## src/core/ster_pkg.sv

```systemverilog
// Constants for the self-test result encoder
package ster_pkg;
  localparam int CLOCK_HZ = 20000000;
  localparam int BEEP_ON_MS = 100;
  localparam int BEEP_GAP_MS = 150;
  localparam int BEEP_PAUSE_MS = 1000;
  localparam int BEEP_ON_CYC = CLOCK_HZ / 1000 * BEEP_ON_MS;
  localparam int BEEP_GAP_CYC = CLOCK_HZ / 1000 * BEEP_GAP_MS;
  localparam int BEEP_PAUSE_CYC = CLOCK_HZ / 1000 * BEEP_PAUSE_MS;
  localparam int RES_W = 10;
  localparam int SW_W = 5;
  localparam int BIT_ROM = 0;
  localparam int BIT_RAM = 1;
  localparam int BIT_NVM = 2;
  localparam int BIT_OPT = 3;
  localparam int BIT_POT = 4;
  localparam int BIT_LOOP = 5;
  localparam int BIT_VMAX = 6;
  localparam int BIT_VMIN = 7;
  localparam int BIT_QSCALE = 8;
  localparam int BIT_QREAD = 9;
  localparam logic [3:0] BEEPS_ROM = 4'h1;
  localparam logic [3:0] BEEPS_RAM = 4'h1;
  localparam logic [3:0] BEEPS_NVM = 4'h2;
  localparam logic [3:0] BEEPS_OPT = 4'h3;
  localparam logic [3:0] BEEPS_POT = 4'h6;
  localparam logic [3:0] BEEPS_LOOP = 4'h5;
  localparam logic [3:0] BEEPS_READY = 4'h3;
  localparam logic [4:0] SW_ALL_ONES = 5'h1F;
  localparam logic [4:0] SW_BAUD_9K6 = 5'h06;
  localparam logic [4:0] SW_BAUD_19K2 = 5'h01;
  localparam logic [4:0] SW_BAUD_38K4 = 5'h03;
  localparam logic [1:0] BAUD_NONE = 2'h0;
  localparam logic [1:0] BAUD_9K6 = 2'h1;
  localparam logic [1:0] BAUD_19K2 = 2'h2;
  localparam logic [1:0] BAUD_38K4 = 2'h3;
  // Wishbone map, word addresses in byte units
  localparam logic [3:0] ADDR_CTRL = 4'h0;
  localparam logic [3:0] ADDR_RESULT = 4'h4;
  localparam logic [3:0] ADDR_STATUS = 4'h8;
  localparam logic [3:0] ADDR_ERRQ = 4'hC;
  localparam int CTRL_CONF = 0;
  localparam int CTRL_INSTR = 1;
  localparam int CTRL_CAL = 2;
  localparam int STEP_MAX = 9;
  localparam int SYNC_EDGES = 2;
  typedef enum {
    ST_BOOT, ST_POWERUP, ST_RETRY, ST_BYPASS, ST_IDLE, ST_RUN
  } ster_state_type;
  typedef enum {
    STEP_STAGE, STEP_VPOS, STEP_VNEG, STEP_CURR, STEP_HRNG, STEP_LRNG
  } ster_stage_type;
endpackage

```

## src/core/ster_encoder.sv

```systemverilog
// Self-test sequencer, result encoder and beep generator
`timescale 1ns/1ns
module ster_encoder
  import ster_pkg::*;
(
  input wire logic clock,
  input wire logic rst,
  input wire logic clockEnable,
  input wire logic [SW_W-1:0] addressSelectorSwitch,
  input wire logic [RES_W-1:0] subtestFail,
  input wire logic wb_cyc_i,
  input wire logic wb_stb_i,
  input wire logic wb_we_i,
  input wire logic [3:0] wb_adr_i,
  input wire logic [3:0] wb_sel_i,
  input wire logic [31:0] wb_dat_i,
  output logic [31:0] wb_dat_o,
  output logic wb_ack_o,
  output logic [RES_W-1:0] subtestSelect,
  output logic [2:0] stimulusMode,
  output logic outputDriveEnable,
  output logic beepOut,
  output logic [1:0] baudSelect,
  output logic normalOperation
);
  // stimulusMode: 0 none, 1 vpos, 2 vneg, 3 current/1V limit,
  // 4 high range readback, 5 low range readback
  ster_state_type state;
  logic [SW_W-1:0] swMeta, swSync;
  logic [RES_W-1:0] failMeta, failSync;
  logic [3:0] stepIdx;
  logic [RES_W-1:0] accum;
  logic [RES_W-1:0] resultReg;
  logic instrRun, doneFlag, calibrated;
  logic [RES_W-1:0] errQueue;
  logic [3:0] retryIdx;
  logic [3:0] beepCount;
  logic [3:0] beepLeft;
  logic beepEven, readyBeeped;
  logic [1:0] beepPhase;
  logic [24:0] beepTimer;
  logic busHit, failNow, failRaw;
  logic lowRange;
  logic [RES_W-1:0] failNowVec;

  always_ff @(posedge clock or posedge rst) begin
    if (rst) begin
      swMeta <= '0;
      swSync <= '0;
      failMeta <= '0;
      failSync <= '0;
    end else if (clockEnable) begin
      swMeta <= addressSelectorSwitch;
      swSync <= swMeta;
      failMeta <= subtestFail;
      failSync <= failMeta;
    end
  end

  always_comb begin
    failNowVec = failSync;
    if (!calibrated) begin
      failNowVec[BIT_NVM] = 1'b1;
    end
  end
  assign failNow = failNowVec[stepIdx];
  // Power-up sees the lines as they are; the uncalibrated memory
  // fault is reported by the test queries only, so a card that is
  // not yet calibrated still reaches the ready state
  assign failRaw = failSync[stepIdx];
  assign busHit = wb_cyc_i && wb_stb_i && !wb_ack_o;

  function automatic logic [3:0] beepsFor(input logic [3:0] idx);
    case (idx)
      4'h0: beepsFor = BEEPS_ROM;
      4'h1: beepsFor = BEEPS_RAM;
      4'h2: beepsFor = BEEPS_NVM;
      4'h3: beepsFor = BEEPS_OPT;
      4'h4: beepsFor = BEEPS_POT;
      4'h5: beepsFor = BEEPS_LOOP;
      default: beepsFor = 4'h0;
    endcase
  endfunction

  // Sequencer
  always_ff @(posedge clock or posedge rst) begin
    if (rst) begin
      state <= ST_BOOT;
      stepIdx <= '0;
      accum <= '0;
      resultReg <= '0;
      instrRun <= 1'b0;
      lowRange <= 1'b0;
      doneFlag <= 1'b0;
      retryIdx <= '0;
      beepEven <= 1'b0;
      beepCount <= '0;
      readyBeeped <= 1'b0;
      errQueue <= '0;
      normalOperation <= 1'b0;
    end else if (clockEnable) begin
      beepCount <= '0;
      if (busHit && wb_we_i && wb_adr_i == ADDR_ERRQ && wb_sel_i[0]) begin
        errQueue <= '0;
      end
      case (state)
        ST_BOOT: begin
          // Switch synchroniser is still filling after reset; a
          // decision taken now would read its reset value instead
          if (stepIdx != 4'(SYNC_EDGES)) begin
            stepIdx <= stepIdx + 4'h1;
          end else begin
            stepIdx <= '0;
            if (swSync == SW_ALL_ONES) begin
              state <= ST_BYPASS;
            end else begin
              state <= ST_POWERUP;
            end
          end
        end
        ST_POWERUP: begin
          if (failRaw) begin
            errQueue[stepIdx] <= 1'b1;
            retryIdx <= stepIdx;
            beepCount <= beepsFor(stepIdx);
            state <= ST_RETRY;
          end else if (stepIdx == 4'(BIT_POT)) begin
            state <= ST_IDLE;
            normalOperation <= 1'b1;
          end else begin
            stepIdx <= stepIdx + 4'h1;
          end
        end
        ST_RETRY: begin
          if (beepPhase == 2'h0 && beepLeft == 4'h0) begin
            beepCount <= beepsFor(retryIdx);
          end
        end
        ST_BYPASS: begin
          beepEven <= 1'b1;
          if (swSync != SW_ALL_ONES) begin
            beepEven <= 1'b0;
            state <= ST_POWERUP;
            stepIdx <= '0;
          end
        end
        ST_IDLE: begin
          if (!calibrated && !readyBeeped) begin
            // Request is a level; the beeper may still be timing an
            // earlier tone and only takes it when it is free
            beepCount <= BEEPS_READY;
            if (beepPhase != 2'h0) begin
              readyBeeped <= 1'b1;
            end
          end
          if (busHit && wb_we_i && wb_adr_i == ADDR_CTRL && wb_sel_i[0]
              && (wb_dat_i[CTRL_CONF] || wb_dat_i[CTRL_INSTR])) begin
            instrRun <= wb_dat_i[CTRL_INSTR];
            stepIdx <= '0;
            accum <= '0;
            doneFlag <= 1'b0;
            lowRange <= 1'b0;
            state <= ST_RUN;
          end
        end
        ST_RUN: begin
          accum[stepIdx] <= failNow;
          if (failNow) begin
            errQueue[stepIdx] <= 1'b1;
          end
          // In an instrument run the last step runs twice, high then low range
          if (instrRun && stepIdx == 4'(STEP_MAX) && !lowRange) begin
            lowRange <= 1'b1;
          end else if ((!instrRun && stepIdx == 4'(BIT_POT))
              || stepIdx == 4'(STEP_MAX)) begin
            resultReg <= {accum[RES_W-1:1], accum[0]}
                         | (failNow ? (RES_W'(1) << stepIdx) : '0);
            doneFlag <= 1'b1;
            state <= ST_IDLE;
          end else begin
            stepIdx <= stepIdx + 4'h1;
          end
        end
        default: state <= ST_BOOT;
      endcase
    end
  end

  always_ff @(posedge clock or posedge rst) begin
    if (rst) begin
      subtestSelect <= '0;
      stimulusMode <= '0;
      outputDriveEnable <= 1'b0;
    end else if (clockEnable) begin
      subtestSelect <= '0;
      stimulusMode <= 3'h0;
      outputDriveEnable <= 1'b0;
      if (state == ST_POWERUP || state == ST_RUN) begin
        subtestSelect <= RES_W'(1) << stepIdx;
      end else if (state == ST_RETRY) begin
        subtestSelect <= RES_W'(1) << retryIdx;
      end
      if (state == ST_RUN && instrRun) begin
        case (stepIdx)
          4'h6: stimulusMode <= 3'h1;
          4'h7: stimulusMode <= 3'h2;
          4'h8: stimulusMode <= 3'h3;
          4'h9: stimulusMode <= lowRange ? 3'h5 : 3'h4;
          default: stimulusMode <= 3'h0;
        endcase
        outputDriveEnable <= stepIdx >= 4'(BIT_VMAX);
      end
    end
  end

  always_ff @(posedge clock or posedge rst) begin
    if (rst) begin
      beepOut <= 1'b0;
      beepLeft <= '0;
      beepPhase <= 2'h0;
      beepTimer <= '0;
    end else if (clockEnable) begin
      if (beepTimer != '0) begin
        beepTimer <= beepTimer - 25'h1;
      end else if (beepEven) begin
        beepOut <= !beepOut;
        beepTimer <= 25'(BEEP_ON_CYC);
      end else begin
        // Phase 0 waits for a request, 1 sounds a tone, 2 picks
        // the short gap or the long pause after the last tone
        case (beepPhase)
          2'h0: begin
            beepOut <= 1'b0;
            if (beepCount != 4'h0) begin
              beepLeft <= beepCount;
              beepPhase <= 2'h1;
            end
          end
          2'h1: begin
            beepOut <= 1'b1;
            beepLeft <= beepLeft - 4'h1;
            beepTimer <= 25'(BEEP_ON_CYC);
            beepPhase <= 2'h2;
          end
          2'h2: begin
            beepOut <= 1'b0;
            if (beepLeft != 4'h0) begin
              beepTimer <= 25'(BEEP_GAP_CYC);
              beepPhase <= 2'h1;
            end else begin
              beepTimer <= 25'(BEEP_PAUSE_CYC);
              beepPhase <= 2'h0;
            end
          end
          default: beepPhase <= 2'h0;
        endcase
      end
    end
  end

  always_ff @(posedge clock or posedge rst) begin
    if (rst) begin
      baudSelect <= BAUD_NONE;
    end else if (clockEnable) begin
      case (swSync)
        SW_BAUD_9K6: baudSelect <= BAUD_9K6;
        SW_BAUD_19K2: baudSelect <= BAUD_19K2;
        SW_BAUD_38K4: baudSelect <= BAUD_38K4;
        default: baudSelect <= BAUD_NONE;
      endcase
    end
  end

  // Wishbone slave, one wait cycle then ack
  always_ff @(posedge clock or posedge rst) begin
    if (rst) begin
      wb_ack_o <= 1'b0;
      wb_dat_o <= '0;
      calibrated <= 1'b0;
    end else if (clockEnable) begin
      wb_ack_o <= busHit;
      wb_dat_o <= '0;
      if (busHit && wb_we_i && wb_adr_i == ADDR_CTRL && wb_sel_i[0]
          && wb_dat_i[CTRL_CAL]) begin
        calibrated <= 1'b1;
      end
      if (busHit && !wb_we_i) begin
        case (wb_adr_i)
          ADDR_CTRL: wb_dat_o <= {29'h0, calibrated, instrRun, 1'b0};
          ADDR_RESULT: wb_dat_o <= {22'h0, resultReg};
          ADDR_STATUS: wb_dat_o <= {24'h0, baudSelect, normalOperation,
                                    doneFlag, 4'(state)};
          ADDR_ERRQ: wb_dat_o <= {22'h0, errQueue};
          default: wb_dat_o <= '0;
        endcase
      end
    end
  end
endmodule

```

## config.mk

```make
export PLATFORM = sky130hd
export DESIGN_NAME = ster_encoder
export DESIGN_NICKNAME = d
export VERILOG_FILES = /design/src/core/ster_pkg.sv /design/src/core/ster_encoder.sv
export SDC_FILE = /design/constraint.sdc
export NUM_CORES = 1
export LEC_CHECK = 0
export ABC_AREA = 1
export BUFFER_PORTS_ARGS = -buffer_cell sky130_fd_sc_hd__buf_2
export CAP_MARGIN = 20
export CORE_MARGIN = 3
export CORE_UTILIZATION = 52
export CTS_CLUSTER_DIAMETER = 100
export CTS_CLUSTER_SIZE = 40
export DETAILED_ROUTE_END_ITERATION = 12
export PLACE_DENSITY = 0.76
export REMOVE_ABC_BUFFERS = 1
export SYNTH_ARGS = -nofsm -noshare
export SYNTH_HDL_FRONTEND = slang
export SYNTH_SLANG_ARGS = --single-unit
```

## constraint.sdc

```tcl
create_clock -name clock -period 3.9 [get_ports clock]
set_input_delay 0 -clock clock [delete_from_list [all_inputs] [get_ports clock]]
set_output_delay 0 -clock clock [all_outputs]
set_load 0.01 [all_outputs]
```

## Yosys cells after proc, flatten, opt, wreduce, memory -nomap -nowiden

Index checks and enable logic that the tools add are counted.

- Logic and storage cells: 214
- Output and inout bits: 51
- Register bits after elaboration: 192
- Input bits: 61

- Bitwise gates (word level): 7
- $add $sub $neg: 3
- Eq/ne operators: 44
- Reduce and logical (&&, ||, !) cells: 61
- Muxes and demuxes: 66
- Magnitude comparators: 3
- Shift operators: 2

Operators by type and width:

| kind | number |
|---|---|
| $mux 32 | 7 |
| $pmux 32 s6 | 1 |
| $eq 32x2->1 const B | 3 |
| $eq 32x3->1 const B | 3 |
| $mux 10 | 9 |
| $mux 25 | 3 |
| $pmux 25 s2 | 1 |
| $pmux 10 s2 | 2 |
| $pmux 10 s4 | 1 |
| $eq 32x1->1 const B | 1 |
| $eq 32x4->1 const B | 1 |
| $logic_not 32->1 | 1 |
| $mux 4 | 8 |
| $pmux 3 s5 | 2 |
| $eq 4x3->1 const B | 7 |
| $reduce_bool 25->1 | 1 |
| $sub 25x1->25 const B | 1 |
| $or 10x10->10 | 2 |
| $pmux 4 s5 | 1 |
| $reduce_and 4->1 | 5 |
| $shl 1x4->10 const A | 2 |
| $ne 2x2->1 const B | 9 |
| $logic_and 1x1->1 | 17 |
| $eq 4x2->1 const B | 4 |
| other kinds (42) | 94 |

## Logic depth before layout (Yosys ltp)

- Depth after elaboration: 10
- Gate-level depth with buffers: 13
- Depth with buffers taken out: 12

## Worst setup path before layout

Ideal clock, no wire load.

- Path kind: register to register
- Start: register stepIdx[1]
- End: register resultReg[4]
- Stages on the path, launching flop included: 13
- Required time: 3.813 ns
- Path buffers: 2
- Arrival time: 1.760 ns
- Slack: 2.053 ns
- Library setup time: 0.087 ns
- Period minus slack after synthesis: 1.847 ns
- Cells stage by stage: dfrtp_1 -> buf_2 -> inv_1 -> ha_1 -> inv_1 -> nor2_2 -> nand2_1 -> nor3_2 -> nor2_1 -> nand2_1 -> buf_2 -> nor2_1 -> a22oi_1

- Cells in the longest elaborated chain, start to end: 5
- Elaborated cells on any way between the ends: 13
- Classes of those cells: eq/ne (2); shift (1); mux (3); bitwise (2); reduce/logical (5)

RTL lines:

| element | line | text |
|---|---|---|
| start, declared | ster_encoder.sv:31 | `logic [3:0] stepIdx;` |
| start signal, assigned | ster_encoder.sv:111 | `stepIdx <= stepIdx + 4'h1;` |
| start signal, assigned | ster_encoder.sv:131 | `stepIdx <= stepIdx + 4'h1;` |
| start signal, assigned | ster_encoder.sv:181 | `stepIdx <= stepIdx + 4'h1;` |
| branches (longest 5 deep; another with $mux 10) | n/a |  |
| end signal, assigned | ster_encoder.sv:176 | `resultReg <= {accum[RES_W-1:1], accum[0]}` |
| end, declared | ster_encoder.sv:33 | `logic [RES_W-1:0] resultReg;` |

Parallel ways; which one is timed is not known. The select of a mux whose other input is x is not followed.
A chain may end at the register's enable or synchronous reset.

## Final worst setup path

- Start: register stepIdx[1]
- End: register resultReg[0]

The elaborated chain is that of the path after synthesis.

==> impl_metrics.yaml <==
synthesis:
  synth-xor-area-share: 0.0177
  synthAdderAreaFrac: 0.0221
  synth_compound_area_frac: 0.125
  ys_ff_latch: 140
  syn_area_sq_um: 7930
  yosysWarningCount: 0
  synthCells: 1059
  synth.mux.area_fraction: 0
  synth_edf_count: 0
  yosys.area_share.simple: 0.296
  async_flop_share: 1.00
  synth-main-ff-cell: "dfrtp_1"
  synth_top_family_by_area: "simple AND/OR/NAND/NOR gates"
  yosysSeqAreaShare: 0.442
  synthDistinctLibCells: 49
  syn_area_per_cell_sq_um: 7.49
place:
  hpwl_um: 13700
  port-buffer-count: 57
  preCtsSetupSlack_ns: 1.33
  placed_area_sq_um: 8230
  place.gp.congestion: 0.933
grt:
  overflow: 0
  groute.usage.overall: 0.247
  grt_pass1_vias: 6541
  grt_pass1_wl_um: 32800
  grt_max_degree: 115
  antenna_found_initial: 0
drt:
  drtIter0Drc: 690
  wl_um: 20100
  firstDrtPassIters: 7
  routedWlPerCell_um: 15.1
  route.detailed.drc: 0
  num_vias: 7116
  route.antenna.remaining_nets: 0
  routed_via_density: 5.37
power:
  clkPwrFrac: 0.333
  power.density_nw_per_um2: 569
  p_sw_mw: 1.93
  leakage_nw: 4.65
  p_comb_frac: 0.291
  p_sw_frac: 0.372
  seq_power_share: 0.376
  vdd_ir_drop_max_uv: 413
  internal_power_mw: 3.26
worst_setup_path:
  slowest_stage: "dfrtp_1"
  cp_slowest_stage_delay_ns: 0.50
  cp-end-kind: "register"
  crit_path_frequent_cell: "inv_1"
  crit_chain: "inv_1 > ha_1 > inv_1 > nor2_2 > nand2_1 > nor3_2 > nor2_1 > nand2_1 > inv_1 > o21ai_0 > inv_1"
  crit_type: "register to register"
  cp.required_ns: 4.20
  cp-start-kind: "register"
  crit_fanout: 15
  cp.arrival_ns: 2.95
timing:
  finalSetupViolations: 0
  min_period_ns: 2.65
  slew_headroom: 0.522
  hold_ws_ns: 0.0715
  hold_viol_final: 0
  skew_ns: 0.0102
  layout_setup_ws_ns: 1.25
  fin_crit_sh: 0.679
  worst_pin_slew_ns: 0.717
  drv_slew: 0
  final.setup.tns_ns: 0
  fmax_mhz: 378
  grt_setup_unrepaired: "no"
clocking:
  cts_setup_buffers: 0
  clock-sinks: 140
  numCtsBuffers: 17
  cts_tree: "done"
  clk_pin_slew_worst_paths_ns: 0.06
  cts.root.buffer_cell: "clkbuf_16"
  cts_max_level: 4
  worstSkewPairLatency_ns: 0.43
  clock_path_buffers: 2
  cts-resized-gates: 0
floorplanning:
  core_area_sq_um: 14800
  die_height_um: 130
  core.rowCount: 44
  die_x_um: 130
  die-area_sq_um: 16800
  ios: 112
  start_util: 0.538
cells_and_area:
  layout.cells.most_common: "nand2_1"
  num_antenna_cells: 0
  most-common-layout-cells: "nand2_1 (298), dfrtp_1 (140), nor2_1 (115), inv_1 (100), o21ai_0 (92)"
  area_growth_pct: 14.8
  finish.instance_area_sq_um: 9110
  drive_above_1_share: 0.132
  final_nets: 1205
hold_path:
  hp-class: "primary input to register"
run_status:
  status: "complete, no violations"
run:
  cap_violations: 0
## worst paths after layout
check | from | to | slack (ns) | cells past startpoint
setup / recovery | stepIdx[1] | resultReg[0] | 1.25 | 11
hold / removal | wb_cyc_i | wb_dat_o[1] | 0.07 | 5
setup reg to reg | stepIdx[1] | resultReg[0] | 1.25 | 11
hold reg to reg | failSync[7] | failSync[7] | 0.47 | 2
max in group asynchronous | rst | stepIdx[1] | 2.97 | 4
min in group asynchronous | rst | wb_ack_o | 0.19 | 3
## cells in the mapped netlist, types with 7 or more instances
cell type,instances,area share
a21oi_1,40,0.025
a22o_1,7,0.0077
buf_1,9,0.0043
buf_2,7,0.0044
buf_4,26,0.025
clkbuf_1,9,0.0043
dfrtp_1,140,0.44
ha_1,14,0.022
inv_1,101,0.048
inv_2,8,0.0038
nand2_1,298,0.14
nand3_1,67,0.042
nand4_1,13,0.010
nor2_1,115,0.054
nor2_2,20,0.016
nor3_1,8,0.0050
o21ai_0,92,0.058
o21ai_1,7,0.0044
xor2_1,10,0.011
## per-layer routing
layer,track usage,vias to the layer above,part of all wire,wire length (um)
li1,-,3491,-,-
met1,0.362,3342,0.47,9470
met2,0.374,246,0.45,8950
met3,0.0474,37,0.064,1290
met4,0.0764,0,0.019,375
met5,0,-,0,0
## power by group through the flow
stage	sequential (mW)	clock, mW	combinational (mW)
global route	1.98	1.81	1.70
floorplan	1.91	0	1.07
detailed placement	1.97	0	1.45
global placement	1.96	0	1.42
finish	1.95	1.73	1.51
CTS	1.95	1.74	1.48
## flip-flops by register name (all words and copies together), names as in the netlist, 5 cells and up
register / flops
accum: 10
beepTimer: 25
errQueue: 10
failMeta: 10
failSync: 10
resultReg: 10
subtestSelect: 10
swMeta: 5
swSync: 5
wb_dat_o: 10
## cells by family (layout without fill, tap and decap cells)
group,after synthesis,in the layout
AND/OR/NAND/NOR,546,546
AO/OA/AOI/OAI,175,175
buffers and inverters,167,229
flip-flops,140,140
XOR/XNOR,16,16
adder cells (fa/ha/maj),14,14
other,1,22
## worst max-delay path: cells and delay by family, from the launching register on
family / cells / cell delay, ns
fa+ha+maj: 1 / 0.21
flops: 1 / 0.50
buf+inv: 4 / 0.65
simple gates: 5 / 0.90
compound gates: 1 / 0.27
## area by class of cell
class	count	area, sq um
Sequential cell	140	3500
Clock buffer	20	457
Tap cell	184	230
Inverter	113	437
Multi-Input combinational cell	773	3740
Timing Repair Buffer	85	573
Clock inverter	11	168
Fill cell	1303	5650
## metrics by stage
| step | power (mW) | instances | utilization |
|---|---|---|---|
| 2_1_floorplan | 2.97 | 1026 | - |
| 3_3_place_gp | 3.38 | 1271 | 0.557 |
| 3_5_place_dp | 3.41 | 1271 | 0.557 |
| 4_1_cts | 5.17 | 1325 | 0.615 |
| 5_1_grt | 5.49 | 1326 | 0.617 |
| 6_report | 5.18 | 1326 | 0.617 |
## what timing repair did
item | CTS | global route
hold buffers | 23 | 0
hold endpoints to repair | 134 | 0
setup endpoints to repair | 0 | 0
(Power assumes the default switching activity.)
